[src/verilog/uds_pkg.sv]
// shared constants and types for the serial data and status registers
package uds_pkg;

  localparam int ADDR_W    = 12;
  localparam int DATA_W    = 8;
  localparam int CLK_HZ    = 125_000_000;
  localparam int BAUD_BPS  = 115_200;
  localparam int OVS_RATE  = 16;
  localparam int OVS_DIV   = CLK_HZ / (OVS_RATE * BAUD_BPS);

  localparam logic [ADDR_W-1:0] DATA_OFS   = 12'hF40;
  localparam logic [ADDR_W-1:0] LSTAT_OFS  = 12'hF41;
  localparam logic [ADDR_W-1:0] MPSTAT_OFS = 12'hF44;

  // line_status field positions
  localparam int LS_AVAIL  = 7;
  localparam int LS_PE     = 6;
  localparam int LS_OE     = 5;
  localparam int LS_FE     = 4;
  localparam int LS_BRK    = 3;
  localparam int LS_THRE   = 2;
  localparam int LS_TXIDLE = 1;
  localparam int LS_CTS    = 0;

  // multiproc_status field positions
  localparam int MP_FRAME  = 1;
  localparam int MP_BIT    = 0;

  localparam logic [DATA_W-1:0] ZERO_BYTE  = 8'h00;
  localparam logic [3:0]        OVS_LAST   = 4'hF;
  localparam logic [3:0]        OVS_MID    = 4'h7;
  localparam logic [3:0]        OVS_ZERO   = 4'h0;
  localparam logic [2:0]        BIT_LAST   = 3'h7;
  localparam logic [2:0]        BIT_ZERO   = 3'h0;

  typedef enum logic [4:0] {
    UDS_IDLE  = 5'h01,
    UDS_START = 5'h02,
    UDS_DATA  = 5'h04,
    UDS_MPB   = 5'h08,
    UDS_STOP  = 5'h10
  } uds_state_e;

  typedef struct packed {
    logic [DATA_W-1:0] data;
    logic              mpb;
    logic              frame_err;
    logic              brk;
  } uds_rx_char_s;

endpackage

[src/verilog/uds_data_status.sv]
// serial transceiver data byte, line status and multiprocessor status registers
`timescale 1ns/100ps

// Overview of operation
// RULE1: transmit-holding-empty, line status bit 2, is set while holding byte is free.
// RULE2: any write of the transmit data byte clears transmit-holding-empty.
// RULE3: software must not write a transmit byte while holding-empty reads 0.
// RULE4: line status bit 1 is 1 when shifter idle, 0 while transmitting.
// RULE5: line status bit 0 returns the live clear-to-send pin level, uninverted.
// RULE6: software writes zeros to the reserved bits 7:2 of multiproc status.
// RULE7: multiproc status bit 1 flags the held byte as first of a new frame.
// RULE8: reading the receive data byte clears the frame-start flag.
// RULE9: multiproc status bit 0 shows the last received multiprocessor bit.
// RULE10: reading the receive data byte clears the received multiprocessor bit.
// RULE11: each written byte is serialised onto the serial output pin.
// RULE12: transmit and receive data bytes share one address; write loads, read returns.
// RULE13: each received character is stored as a byte in the receive data register.
// RULE14: receive-data-available, status bit 7, set on new byte, cleared by data read.
// RULE15: overrun is flagged when a character completes before the last byte was read.
// RULE16: holding-empty sets again once the held byte moves into the shifter.
module uds_data_status
  import uds_pkg::*;
#(
  parameter int OVS_DIVIDE = uds_pkg::OVS_DIV
)(
  // clock and reset
  input  wire logic                         clk,
  input  wire logic                         sys_rst,
  // register file port
  input  wire logic [uds_pkg::ADDR_W-1:0]   reg_addr,
  input  wire logic                         reg_wr,
  input  wire logic                         reg_rd,
  input  wire logic [uds_pkg::DATA_W-1:0]   reg_wdata,
  output logic      [uds_pkg::DATA_W-1:0]   reg_rdata,
  // serial pins
  output logic                              serial_out_pin,
  input  wire logic                         serial_in_pin,
  input  wire logic                         cts_n_pin,
  // configuration levels
  input  wire logic                         mp_enable,
  input  wire logic                         tx_multiproc_bit
);
  import uds_pkg::*;

  // oversample divider
  logic [15:0]       div_reg;
  logic              tick_reg;
  // transmit path
  logic [DATA_W-1:0] hold_reg;
  logic              hold_full_reg;
  logic [DATA_W-1:0] tx_shift_reg;
  logic              tx_mpb_reg;
  uds_state_e        tx_state_reg;
  logic [3:0]        tx_tcnt_reg;
  logic [2:0]        tx_bit_reg;
  logic              tx_load;
  // receive path
  logic              char_valid;
  uds_rx_char_s      rx_char;
  logic [DATA_W-1:0] rx_byte_reg;
  logic              avail_reg;
  logic              ovr_reg;
  logic              fe_reg;
  logic              brk_reg;
  logic              frame_start_flag_reg;
  logic              rx_multiproc_bit_reg;
  logic              last_was_addr_reg;
  // register access decode
  logic              data_wr;
  logic              data_rd;
  logic [DATA_W-1:0] line_status;
  logic [DATA_W-1:0] multiproc_status;
  logic              tx_holding_empty;
  logic              tx_shift_idle;

  assign data_wr          = reg_wr && (reg_addr == DATA_OFS); // [RULE12]
  assign data_rd          = reg_rd && (reg_addr == DATA_OFS); // [RULE12]
  assign tx_holding_empty = !hold_full_reg;                   // [RULE1]
  // idle only when nothing is shifting and nothing waits to shift
  assign tx_shift_idle    = (tx_state_reg == UDS_IDLE) && !hold_full_reg; // [RULE4]
  assign tx_load          = hold_full_reg && (tx_state_reg == UDS_IDLE);

  always_comb begin
    line_status            = ZERO_BYTE;
    line_status[LS_AVAIL]  = avail_reg;         // [RULE14]
    line_status[LS_PE]     = 1'b0;
    line_status[LS_OE]     = ovr_reg;           // [RULE15]
    line_status[LS_FE]     = fe_reg;
    line_status[LS_BRK]    = brk_reg;
    line_status[LS_THRE]   = tx_holding_empty;  // [RULE1]
    line_status[LS_TXIDLE] = tx_shift_idle;     // [RULE4]
    line_status[LS_CTS]    = cts_n_pin;         // [RULE5]
  end

  always_comb begin
    multiproc_status           = ZERO_BYTE;
    multiproc_status[MP_FRAME] = frame_start_flag_reg; // [RULE7]
    multiproc_status[MP_BIT]   = rx_multiproc_bit_reg; // [RULE9]
  end

  // one-cycle tick at sixteen times the bit rate
  always_ff @(posedge clk) begin
    if (sys_rst) begin
      div_reg  <= 16'h0000;
      tick_reg <= 1'b0;
    end else if (div_reg == 16'(OVS_DIVIDE - 1)) begin
      div_reg  <= 16'h0000;
      tick_reg <= 1'b1;
    end else begin
      div_reg  <= div_reg + 16'h0001;
      tick_reg <= 1'b0;
    end
  end

  // read data registered; unmapped addresses read zero
  always_ff @(posedge clk) begin
    if (sys_rst) begin
      reg_rdata <= ZERO_BYTE;
    end else if (reg_rd) begin
      case (reg_addr)
        DATA_OFS:   reg_rdata <= rx_byte_reg;       // [RULE12]
        LSTAT_OFS:  reg_rdata <= line_status;       // [RULE5]
        MPSTAT_OFS: reg_rdata <= multiproc_status;
        default:    reg_rdata <= ZERO_BYTE;
      endcase
    end
  end

  // holding register; a write in the transfer cycle keeps it full
  always_ff @(posedge clk) begin
    if (sys_rst) begin
      hold_reg      <= ZERO_BYTE;
      hold_full_reg <= 1'b0;
    end else if (data_wr) begin
      hold_reg      <= reg_wdata;
      hold_full_reg <= 1'b1;      // [RULE2]
    end else if (tx_load) begin
      hold_full_reg <= 1'b0;      // [RULE16]
    end
  end

  // transmit shifter, lsb first, each bit sixteen ticks
  always_ff @(posedge clk) begin
    if (sys_rst) begin
      tx_state_reg   <= UDS_IDLE;
      tx_shift_reg   <= ZERO_BYTE;
      tx_mpb_reg     <= 1'b0;
      tx_tcnt_reg    <= OVS_ZERO;
      tx_bit_reg     <= BIT_ZERO;
      serial_out_pin <= 1'b1;
    end else begin
      case (tx_state_reg)
        UDS_IDLE: begin
          serial_out_pin <= 1'b1;
          if (tx_load) begin
            tx_shift_reg   <= hold_reg;       // [RULE11]
            tx_mpb_reg     <= tx_multiproc_bit;
            tx_tcnt_reg    <= OVS_ZERO;
            tx_bit_reg     <= BIT_ZERO;
            serial_out_pin <= 1'b0;
            tx_state_reg   <= UDS_START;
          end
        end
        UDS_START, UDS_DATA, UDS_MPB, UDS_STOP: begin
          if (tick_reg) begin
            tx_tcnt_reg <= tx_tcnt_reg + 4'h1;
            if (tx_tcnt_reg == OVS_LAST) begin
              case (tx_state_reg)
                UDS_START: begin
                  serial_out_pin <= tx_shift_reg[0]; // [RULE11]
                  tx_state_reg   <= UDS_DATA;
                end
                UDS_DATA: begin
                  tx_bit_reg <= tx_bit_reg + 3'h1;
                  if (tx_bit_reg == BIT_LAST) begin
                    serial_out_pin <= mp_enable ? tx_mpb_reg : 1'b1;
                    tx_state_reg   <= mp_enable ? UDS_MPB : UDS_STOP;
                  end else begin
                    tx_shift_reg   <= {1'b0, tx_shift_reg[DATA_W-1:1]};
                    serial_out_pin <= tx_shift_reg[1];
                  end
                end
                UDS_MPB: begin
                  serial_out_pin <= 1'b1;
                  tx_state_reg   <= UDS_STOP;
                end
                default: begin
                  serial_out_pin <= 1'b1;
                  tx_state_reg   <= UDS_IDLE;
                end
              endcase
            end
          end
        end
        default: tx_state_reg <= UDS_IDLE;
      endcase
    end
  end

  uds_rx_deser uds_rx_deser_inst (
    .clk           (clk),
    .sys_rst       (sys_rst),
    .ovs_tick      (tick_reg),
    .serial_in_pin (serial_in_pin),
    .mp_enable     (mp_enable),
    .char_valid    (char_valid),
    .char_out      (rx_char)
  );

  // receive byte register; undefined before the first character
  always_ff @(posedge clk) begin
    if (char_valid) rx_byte_reg <= rx_char.data; // [RULE13]
  end

  // status flags: a new character wins over a clearing read
  always_ff @(posedge clk) begin
    if (sys_rst) begin
      avail_reg <= 1'b0;
      ovr_reg   <= 1'b0;
      fe_reg    <= 1'b0;
      brk_reg   <= 1'b0;
    end else if (char_valid) begin
      avail_reg <= 1'b1;                            // [RULE14]
      ovr_reg   <= ovr_reg || (avail_reg && !data_rd); // [RULE15]
      fe_reg    <= rx_char.frame_err;
      brk_reg   <= rx_char.brk;
    end else if (data_rd) begin
      avail_reg <= 1'b0;                            // [RULE14]
      ovr_reg <= 1'b0;
      fe_reg  <= 1'b0;
      brk_reg <= 1'b0;
    end
  end

  // multiprocessor flags; an address character opens a frame
  always_ff @(posedge clk) begin
    if (sys_rst) begin
      frame_start_flag_reg <= 1'b0;
      rx_multiproc_bit_reg <= 1'b0;
      last_was_addr_reg    <= 1'b0;
    end else if (char_valid) begin
      rx_multiproc_bit_reg <= rx_char.mpb;      // [RULE9]
      frame_start_flag_reg <= mp_enable && !rx_char.mpb && last_was_addr_reg; // [RULE7]
      last_was_addr_reg    <= mp_enable && rx_char.mpb;
    end else if (data_rd) begin
      frame_start_flag_reg <= 1'b0;             // [RULE8]
      rx_multiproc_bit_reg <= 1'b0;             // [RULE10]
    end
  end
endmodule // uds_data_status

[src/verilog/uds_rx_deser.sv]
// receive deserialiser: start, eight data bits, optional multiproc bit, stop
`timescale 1ns/100ps
module uds_rx_deser
  import uds_pkg::*;
(
  // clock and reset
  input  wire logic                  clk,
  input  wire logic                  sys_rst,
  // line side
  input  wire logic                  ovs_tick,
  input  wire logic                  serial_in_pin,
  input  wire logic                  mp_enable,
  // character out
  output logic                       char_valid,
  output uds_pkg::uds_rx_char_s      char_out
);
  import uds_pkg::*;

  uds_state_e        state_reg;
  logic [3:0]        tcnt_reg;
  logic [2:0]        bit_reg;
  logic [DATA_W-1:0] shift_reg;
  logic              mpb_reg;

  always_ff @(posedge clk) begin
    if (sys_rst) begin
      state_reg  <= UDS_IDLE;
      tcnt_reg   <= OVS_ZERO;
      bit_reg    <= BIT_ZERO;
      shift_reg  <= ZERO_BYTE;
      mpb_reg    <= 1'b0;
      char_valid <= 1'b0;
      char_out   <= '0;
    end else begin
      char_valid <= 1'b0;
      if (ovs_tick) begin
        tcnt_reg <= tcnt_reg + 4'h1;
        case (state_reg)
          UDS_IDLE: begin
            tcnt_reg <= OVS_ZERO;
            if (!serial_in_pin) state_reg <= UDS_START;
          end
          UDS_START: begin
            // confirm start at mid bit so glitches are dropped
            if (tcnt_reg == OVS_MID) begin
              tcnt_reg  <= OVS_ZERO;
              bit_reg   <= BIT_ZERO;
              state_reg <= serial_in_pin ? UDS_IDLE : UDS_DATA;
            end
          end
          UDS_DATA: begin
            if (tcnt_reg == OVS_LAST) begin
              shift_reg <= {serial_in_pin, shift_reg[DATA_W-1:1]};
              bit_reg   <= bit_reg + 3'h1;
              mpb_reg   <= 1'b0;
              if (bit_reg == BIT_LAST) state_reg <= mp_enable ? UDS_MPB : UDS_STOP;
            end
          end
          UDS_MPB: begin
            if (tcnt_reg == OVS_LAST) begin
              mpb_reg   <= serial_in_pin;
              state_reg <= UDS_STOP;
            end
          end
          UDS_STOP: begin
            if (tcnt_reg == OVS_LAST) begin
              char_valid         <= 1'b1;
              char_out.data      <= shift_reg;
              char_out.mpb       <= mpb_reg;
              char_out.frame_err <= !serial_in_pin;
              char_out.brk       <= !serial_in_pin && !mpb_reg && (shift_reg == ZERO_BYTE);
              state_reg          <= UDS_IDLE;
            end
          end
          default: state_reg <= UDS_IDLE;
        endcase
      end
    end
  end

endmodule // uds_rx_deser

[config.mk]
export PLATFORM = sky130hd
export DESIGN_NAME = uds_data_status
export DESIGN_NICKNAME = d
export VERILOG_FILES = /design/src/verilog/uds_pkg.sv /design/src/verilog/uds_data_status.sv /design/src/verilog/uds_rx_deser.sv
export SDC_FILE = /design/constraint.sdc
export NUM_CORES = 1
export LEC_CHECK = 0
export BUFFER_PORTS_ARGS = -buffer_cell sky130_fd_sc_hd__clkbuf_2
export CAP_MARGIN = 10
export CORE_MARGIN = 2
export CORE_UTILIZATION = 40
export DETAILED_ROUTE_END_ITERATION = 10
export SYNTH_ARGS = -nofsm -noshare
export SYNTH_HDL_FRONTEND = slang
export SYNTH_SLANG_ARGS = --single-unit
[constraint.sdc]
create_clock -name clk -period 3 [get_ports clk]
set_input_delay 0.15 -clock clk [delete_from_list [all_inputs] [get_ports clk]]
set_output_delay 0.15 -clock clk [all_outputs]
set_load 0.02 [all_outputs]
Word level (Yosys, flattened, before mapping)
Cells that the tools add are included.
- bits in writable memories: 0
- word-level logic and storage cells: 159
- bits in latches: 0
- memories: 0
- bits of input ports: 28
- output and inout bits: 9
- bits in registers: 104
- memory bits (read-only): 0
- reduce and logical (&&, ||, !) cells: 36
- bitwise logic cells: 2
- magnitude comparators: 0
- div/mod/pow operators: 0
- shift operators: 0
- add/subtract/negate cells: 5
- multipliers: 0
- multiplexer cells: 56
- equality and inequality tests: 31
- operators with widths (kind ; number):
    2-to-1 mux 5 bit ; 11
    2-to-1 mux 8 bit ; 5
    == test 12 bit, second input constant ; 3
    one-hot mux 5 bit (5 select lines) ; 1
    one-hot mux 8 bit (3 select lines) ; 1
    2-to-1 mux 3 bit ; 7
    2-to-1 mux 1 bit ; 18
    adder 16 x 1 -> 16 bit, second input constant ; 1
    == test 16 x 7 -> 1 bit, second input constant ; 1
    one-hot mux 4 bit (2 select lines) ; 2
    one-hot mux 8 bit (2 select lines) ; 1
    one-hot mux 5 bit (3 select lines) ; 1
    2-to-1 mux 4 bit ; 3
    != test 2 bit, second input constant ; 6
    one-hot mux 3 bit (2 select lines) ; 2
    AND reduction 3 bit ; 4
    AND reduction 4 bit ; 3
    == test 5 x 1 -> 1 bit, second input constant ; 2
    == test 5 x 2 -> 1 bit, second input constant ; 2
    == test 5 x 3 -> 1 bit, second input constant ; 2
    == test 5 x 4 -> 1 bit, second input constant ; 2
    == test 5 bit, second input constant ; 2
    logical AND 1 bit ; 10
    != test 2 x 1 -> 1 bit, second input constant ; 5
    other kinds (20) ; 35

Depth between registers and ports, before layout
- depth in word-level cells: 6
- depth in mapped cells: 9
- gate-level depth less buffers: 7

Modules after synthesis
From an unflattened synthesis, not the netlist that was laid out.
- cells, all modules: 530
- area total of the unflattened synthesis: 4839.6 µm²
- modules (own cells, without submodules) (module ; instances ; area an instance (µm²) ; seq. area each (µm²) ; cells an instance):
    uds_data_status ; 1 ; 3225.6 ; 1501.4 ; 360
    uds_rx_deser ; 1 ; 1614.0 ; 660.6 ; 170

Worst setup path after synthesis
No wires, ideal clock.
- path type: register -> register
- start point: register tx_state_reg[4]
- end point: register tx_state_reg[4]
- data arrival time: 1896 ps
- library setup time: 70 ps
- path buffers: 1
- stages on the path, launching flop included: 7
- path slack: 1034 ps
- clock period less this slack: 1966 ps
- data required time: 2930 ps
- cell sequence: dfxtp_1 > buf_6 > or4b_1 > a2bb2oi_1 > a21o_1 > or4_1 > a21oi_1
- word-level cells in the longest chain between the ends: 5
- elaborated cells between the ends (all ways): 16
- those cells by class: 9 x eq/ne; 4 x mux; 3 x reduce/logical
- RTL lines (element ; RTL line ; text):
    start, declared ; uds_data_status.sv:53 ; uds_state_e tx_state_reg;
    start signal, assigned ; uds_data_status.sv:177 ; tx_state_reg <= mp_enable ? UDS_MPB : UDS_STOP;
    == test 5 x 4 -> 1 bit, or another cell as far along ; uds_data_status.sv:152, uds_data_status.sv:168 ;
    one-hot mux 5 bit (3 select lines) ; uds_data_status.sv:168 ; case (tx_state_reg)
    2-to-1 mux 5 bit ; uds_data_status.sv:167 ; if (tx_tcnt_reg == OVS_LAST) begin
    2-to-1 mux 5 bit ; uds_data_status.sv:165 ; if (tick_reg) begin
    one-hot mux 5 bit (2 select lines) ; uds_data_status.sv:152 ; case (tx_state_reg)
Several ways; a longest one is shown, not always the timed one. The select of a mux whose other input is x is not followed.
A chain may end at the register's enable or synchronous reset.

Final worst setup path
- start point: register tx_state_reg[3]
- end point: register tx_shift_reg[7]
- word-level cells in the longest chain between the ends: 4
- elaborated cells between the ends (all ways): 15
- those cells by class: 10 x eq/ne; 1 x mux; 4 x reduce/logical
- RTL lines (element ; RTL line ; text):
    == test 5 x 3 -> 1 bit, or another cell as far along ; uds_data_status.sv:152, uds_data_status.sv:168 ;
    OR reduction 4 bit or logical AND 1 bit (tied branches) ; uds_data_status.sv:152, uds_data_status.sv:81 ;
    != test 2 bit (no line) or nonzero test 2 bit (tied branches) ; -- ;
    AND reduction 6 bit (no line) ; -- ;
    end signal, assigned ; uds_data_status.sv:156 ; tx_shift_reg <= hold_reg;
    end signal, assigned ; uds_data_status.sv:179 ; tx_shift_reg <= {1'b0, tx_shift_reg[DATA_W-1:1]};
    end, declared ; uds_data_status.sv:51 ; logic [DATA_W-1:0] tx_shift_reg;
Several ways; a longest one is shown, not always the timed one.

==> flow_summary.toml <==
[outcome]
status = "completed"

[die]
die_x_um = 112.7
die_area_um2 = 12700
die_height_um = 112.7
initial_core_util_pct = 41.21
io_pins = 37
num_rows = 39
coreArea_um2 = 11470

[detailed_routing]
routed.top_layer = "met4"
route.met2.wl_um = 4358
antenna_left = 0
drt-initial-drc-count = 189
drc = 0
vias = 3798
first_pass_iters = 4
wl_met1_um = 4825
wl_per_cell_um = 13.91
routed_wirelength_um = 9750
drt-vias-per-instance = 5.418
dr_wl_met3_um = 304

[clock_network]
cts.sinks = 104
clk_pin_slew_ps = 70
cts_setup_buffers = 0
cts_buffer_depth = 2
cts_hold_buffers = 0
tritoncts = "yes"
clock_latency_ps = 350
cts-root-buf = "clkbuf_16"
post_cts_resized = 0
cts_buffers = 9
cts-htree-levels = 3

[worst_setup_path]
worstPathArrival_ps = 2610
crit_type = "reg2reg"
cp_data_required_time_ps = 3280
reg2reg_slack_ps = 670
reg2reg_depth = 5
critPathLaunchType = "flop"
critical_path.max_fanout = 13
endpoint_kind = "flop"
r2r-start = "tx_state_reg[3]"
r2r_end = "tx_shift_reg[7]"

[logic_synthesis]
ys.flop_type = "dfxtp_1"
synth_area_per_cell_um2 = 8.967
ys_types = 60
syn_area_um2 = 4726
ys_ff_latch = 104
synth_largest_area_cell = "dfxtp_1"
seq_area_frac_synth_pct = 45.75
synth_cells = 527
ys_warn_count = 0
netlist.area_leader.share_pct = 40.67
synthMostInstantiatedCell = "dfxtp_1"
synth_area_leaders = "dfxtp_1, mux2i_1, nor2_1"
synth_common_cells = "dfxtp_1, nor2_1, nand2_1"
async_reset_ff_share_pct = 0
synth_enable_flop_cells = 8
syn_nets = 563

[timing]
fin_crit_sh_pct = 77.63
rsz0062_at_grt = "no"
slew_viol_final = 0
setup_tns_ps = 0
setup_viol = 0
worst-slew-pin-transition_ps = 695.3
hold_ws_ps = 37.13
fin_crit_ps = 2329
clock_skew_ps = 7.221
hold_viol = 0
max_freq_mhz = 429.4
slew_headroom_pct = 53.56

[place]
dp_hpwl_um = 7008
place.gp.congestion = 0.8520
numPortBuffers = 36

[grt]
grt_pass1_vias = 3624
grt_max_degree = 35
antenna_found_initial = 0
gr-usage-all-layers_pct = 16.10
grt_pass1_wl_um = 16750
grt_overflow = 0

[pwr]
power_density_nw_per_um2 = 492.4
p_leak_nw = 1.798
vdd_drop_max_v = 0.0003795
finalPower_mw = 2.610

[hold_path]
worst_hold_path_type = "in2reg"
hold-path-cell-count = 3
holdPathEnd = "hold_reg[4]"
min_from = "reg_wdata[4]"

[layout]
final_util_pct = 46.23
multi_input_area_um2 = 2394
area_delta_synth_final_pct = 12.18
diodes = 0
fin_nets = 589
largest_reg_flops = 16
regArea_um2 = 2162
drive_gt1_share_pct = 11.83
fill_cells = 1096

[job]
cap_violations = 0
[worst max path at each step]
stage | from | slack (ps) | end
global route | tx_state_reg[0] | 450 | tx_shift_reg[1]
detailed placement | tx_state_reg[0] | 720 | tx_shift_reg[5]
floorplan | tx_state_reg[4] | 1030 | tx_state_reg[4]
finish | tx_state_reg[3] | 670 | tx_shift_reg[7]
CTS | tx_state_reg[3] | 710 | tx_shift_reg[7]
global placement | tx_state_reg[3] | 770 | tx_shift_reg[7]
[area by class of cell]
class / instances / area share, %
Clock buffer: 10 / 4.319
Clock inverter: 6 / 1.133
Inverter: 12 / 0.8497
Multi-Input combinational cell: 383 / 45.15
Sequential cell: 104 / 40.78
Tap cell: 143 / 3.375
Timing Repair Buffer: 43 / 4.390
[worst max-delay path: stages (launching register included)]
cell      delay (ps)
dfxtp_1          540
xor2_1           160
a211oi_2         650
nor2_2           310
or4b_1           530
o21ai_1           80
[cells by family (layout without fill, tap and decap cells)]
family          Yosys count  after routing  synth area share (%)
compound gates          109            109                 14.93
xor+xnor                 17             17                 3.151
fa+ha+maj                 8              8                 2.118
buf+inv                  40             71                 3.601
flops                   104            104                 45.75
mux                      33             33                 7.016
simple gates            216            216                 23.43
[metal layers]
metal,track usage (%),vias up
met4,7.967,0
met3,3.803,15
li1,-,1940
met1,20.97,1784
met5,0,-
met2,25.15,59
[metrics by stage]
step,worst slack [ps],instance area (um2),cells
6_report,671.2,5301,701
5_1_grt,451.0,5301,701
4_1_cts,706.2,5301,701
3_5_place_dp,719.4,5012,685
3_3_place_gp,774.0,5012,685
2_1_floorplan,1034,4726,527
[cell usage in the layout (no fill, tap or decap), types with 2 or more instances in the layout]
| cell type | netlist | final |
|---|---|---|
| a211o_1 | 6 | 6 |
| a211oi_1 | 9 | 9 |
| a21o_1 | 4 | 4 |
| a21oi_1 | 39 | 39 |
| a22oi_1 | 6 | 6 |
| a2bb2oi_1 | 3 | 3 |
| a31oi_1 | 4 | 4 |
| a32oi_1 | 2 | 2 |
| and2_1 | 3 | 3 |
| and3_1 | 2 | 2 |
| buf_4 | 0 | 7 |
| clkbuf_16 | 0 | 9 |
| clkbuf_2 | 0 | 36 |
| clkinv_2 | 0 | 2 |
| dfxtp_1 | 96 | 96 |
| edfxtp_1 | 8 | 8 |
| ha_1 | 8 | 8 |
| inv_1 | 12 | 12 |
| mux2i_1 | 32 | 32 |
| nand2_1 | 43 | 43 |
| nand2b_1 | 12 | 12 |
| nand3_1 | 19 | 19 |
| nand3b_1 | 8 | 8 |
| nand4_1 | 9 | 9 |
| nand4b_1 | 3 | 3 |
| nor2_1 | 65 | 65 |
| nor2b_1 | 2 | 2 |
| nor3_1 | 17 | 17 |
| nor3b_1 | 4 | 4 |
| nor4_1 | 6 | 6 |
| nor4b_1 | 4 | 4 |
| o21ai_0 | 14 | 14 |
| o21ai_1 | 6 | 6 |
| o41ai_1 | 3 | 3 |
| or2_1 | 2 | 2 |
| or3_1 | 8 | 8 |
| or4b_1 | 2 | 2 |
| xnor2_1 | 7 | 7 |
| xor2_1 | 10 | 10 |
[power by group]
group          total (mW)  internal, mW  switching, mW
Clock                1.15         0.644          0.501
Combinational      0.0624        0.0228         0.0395
Sequential           1.40          1.40        0.00436
(Power assumes the default switching activity.)
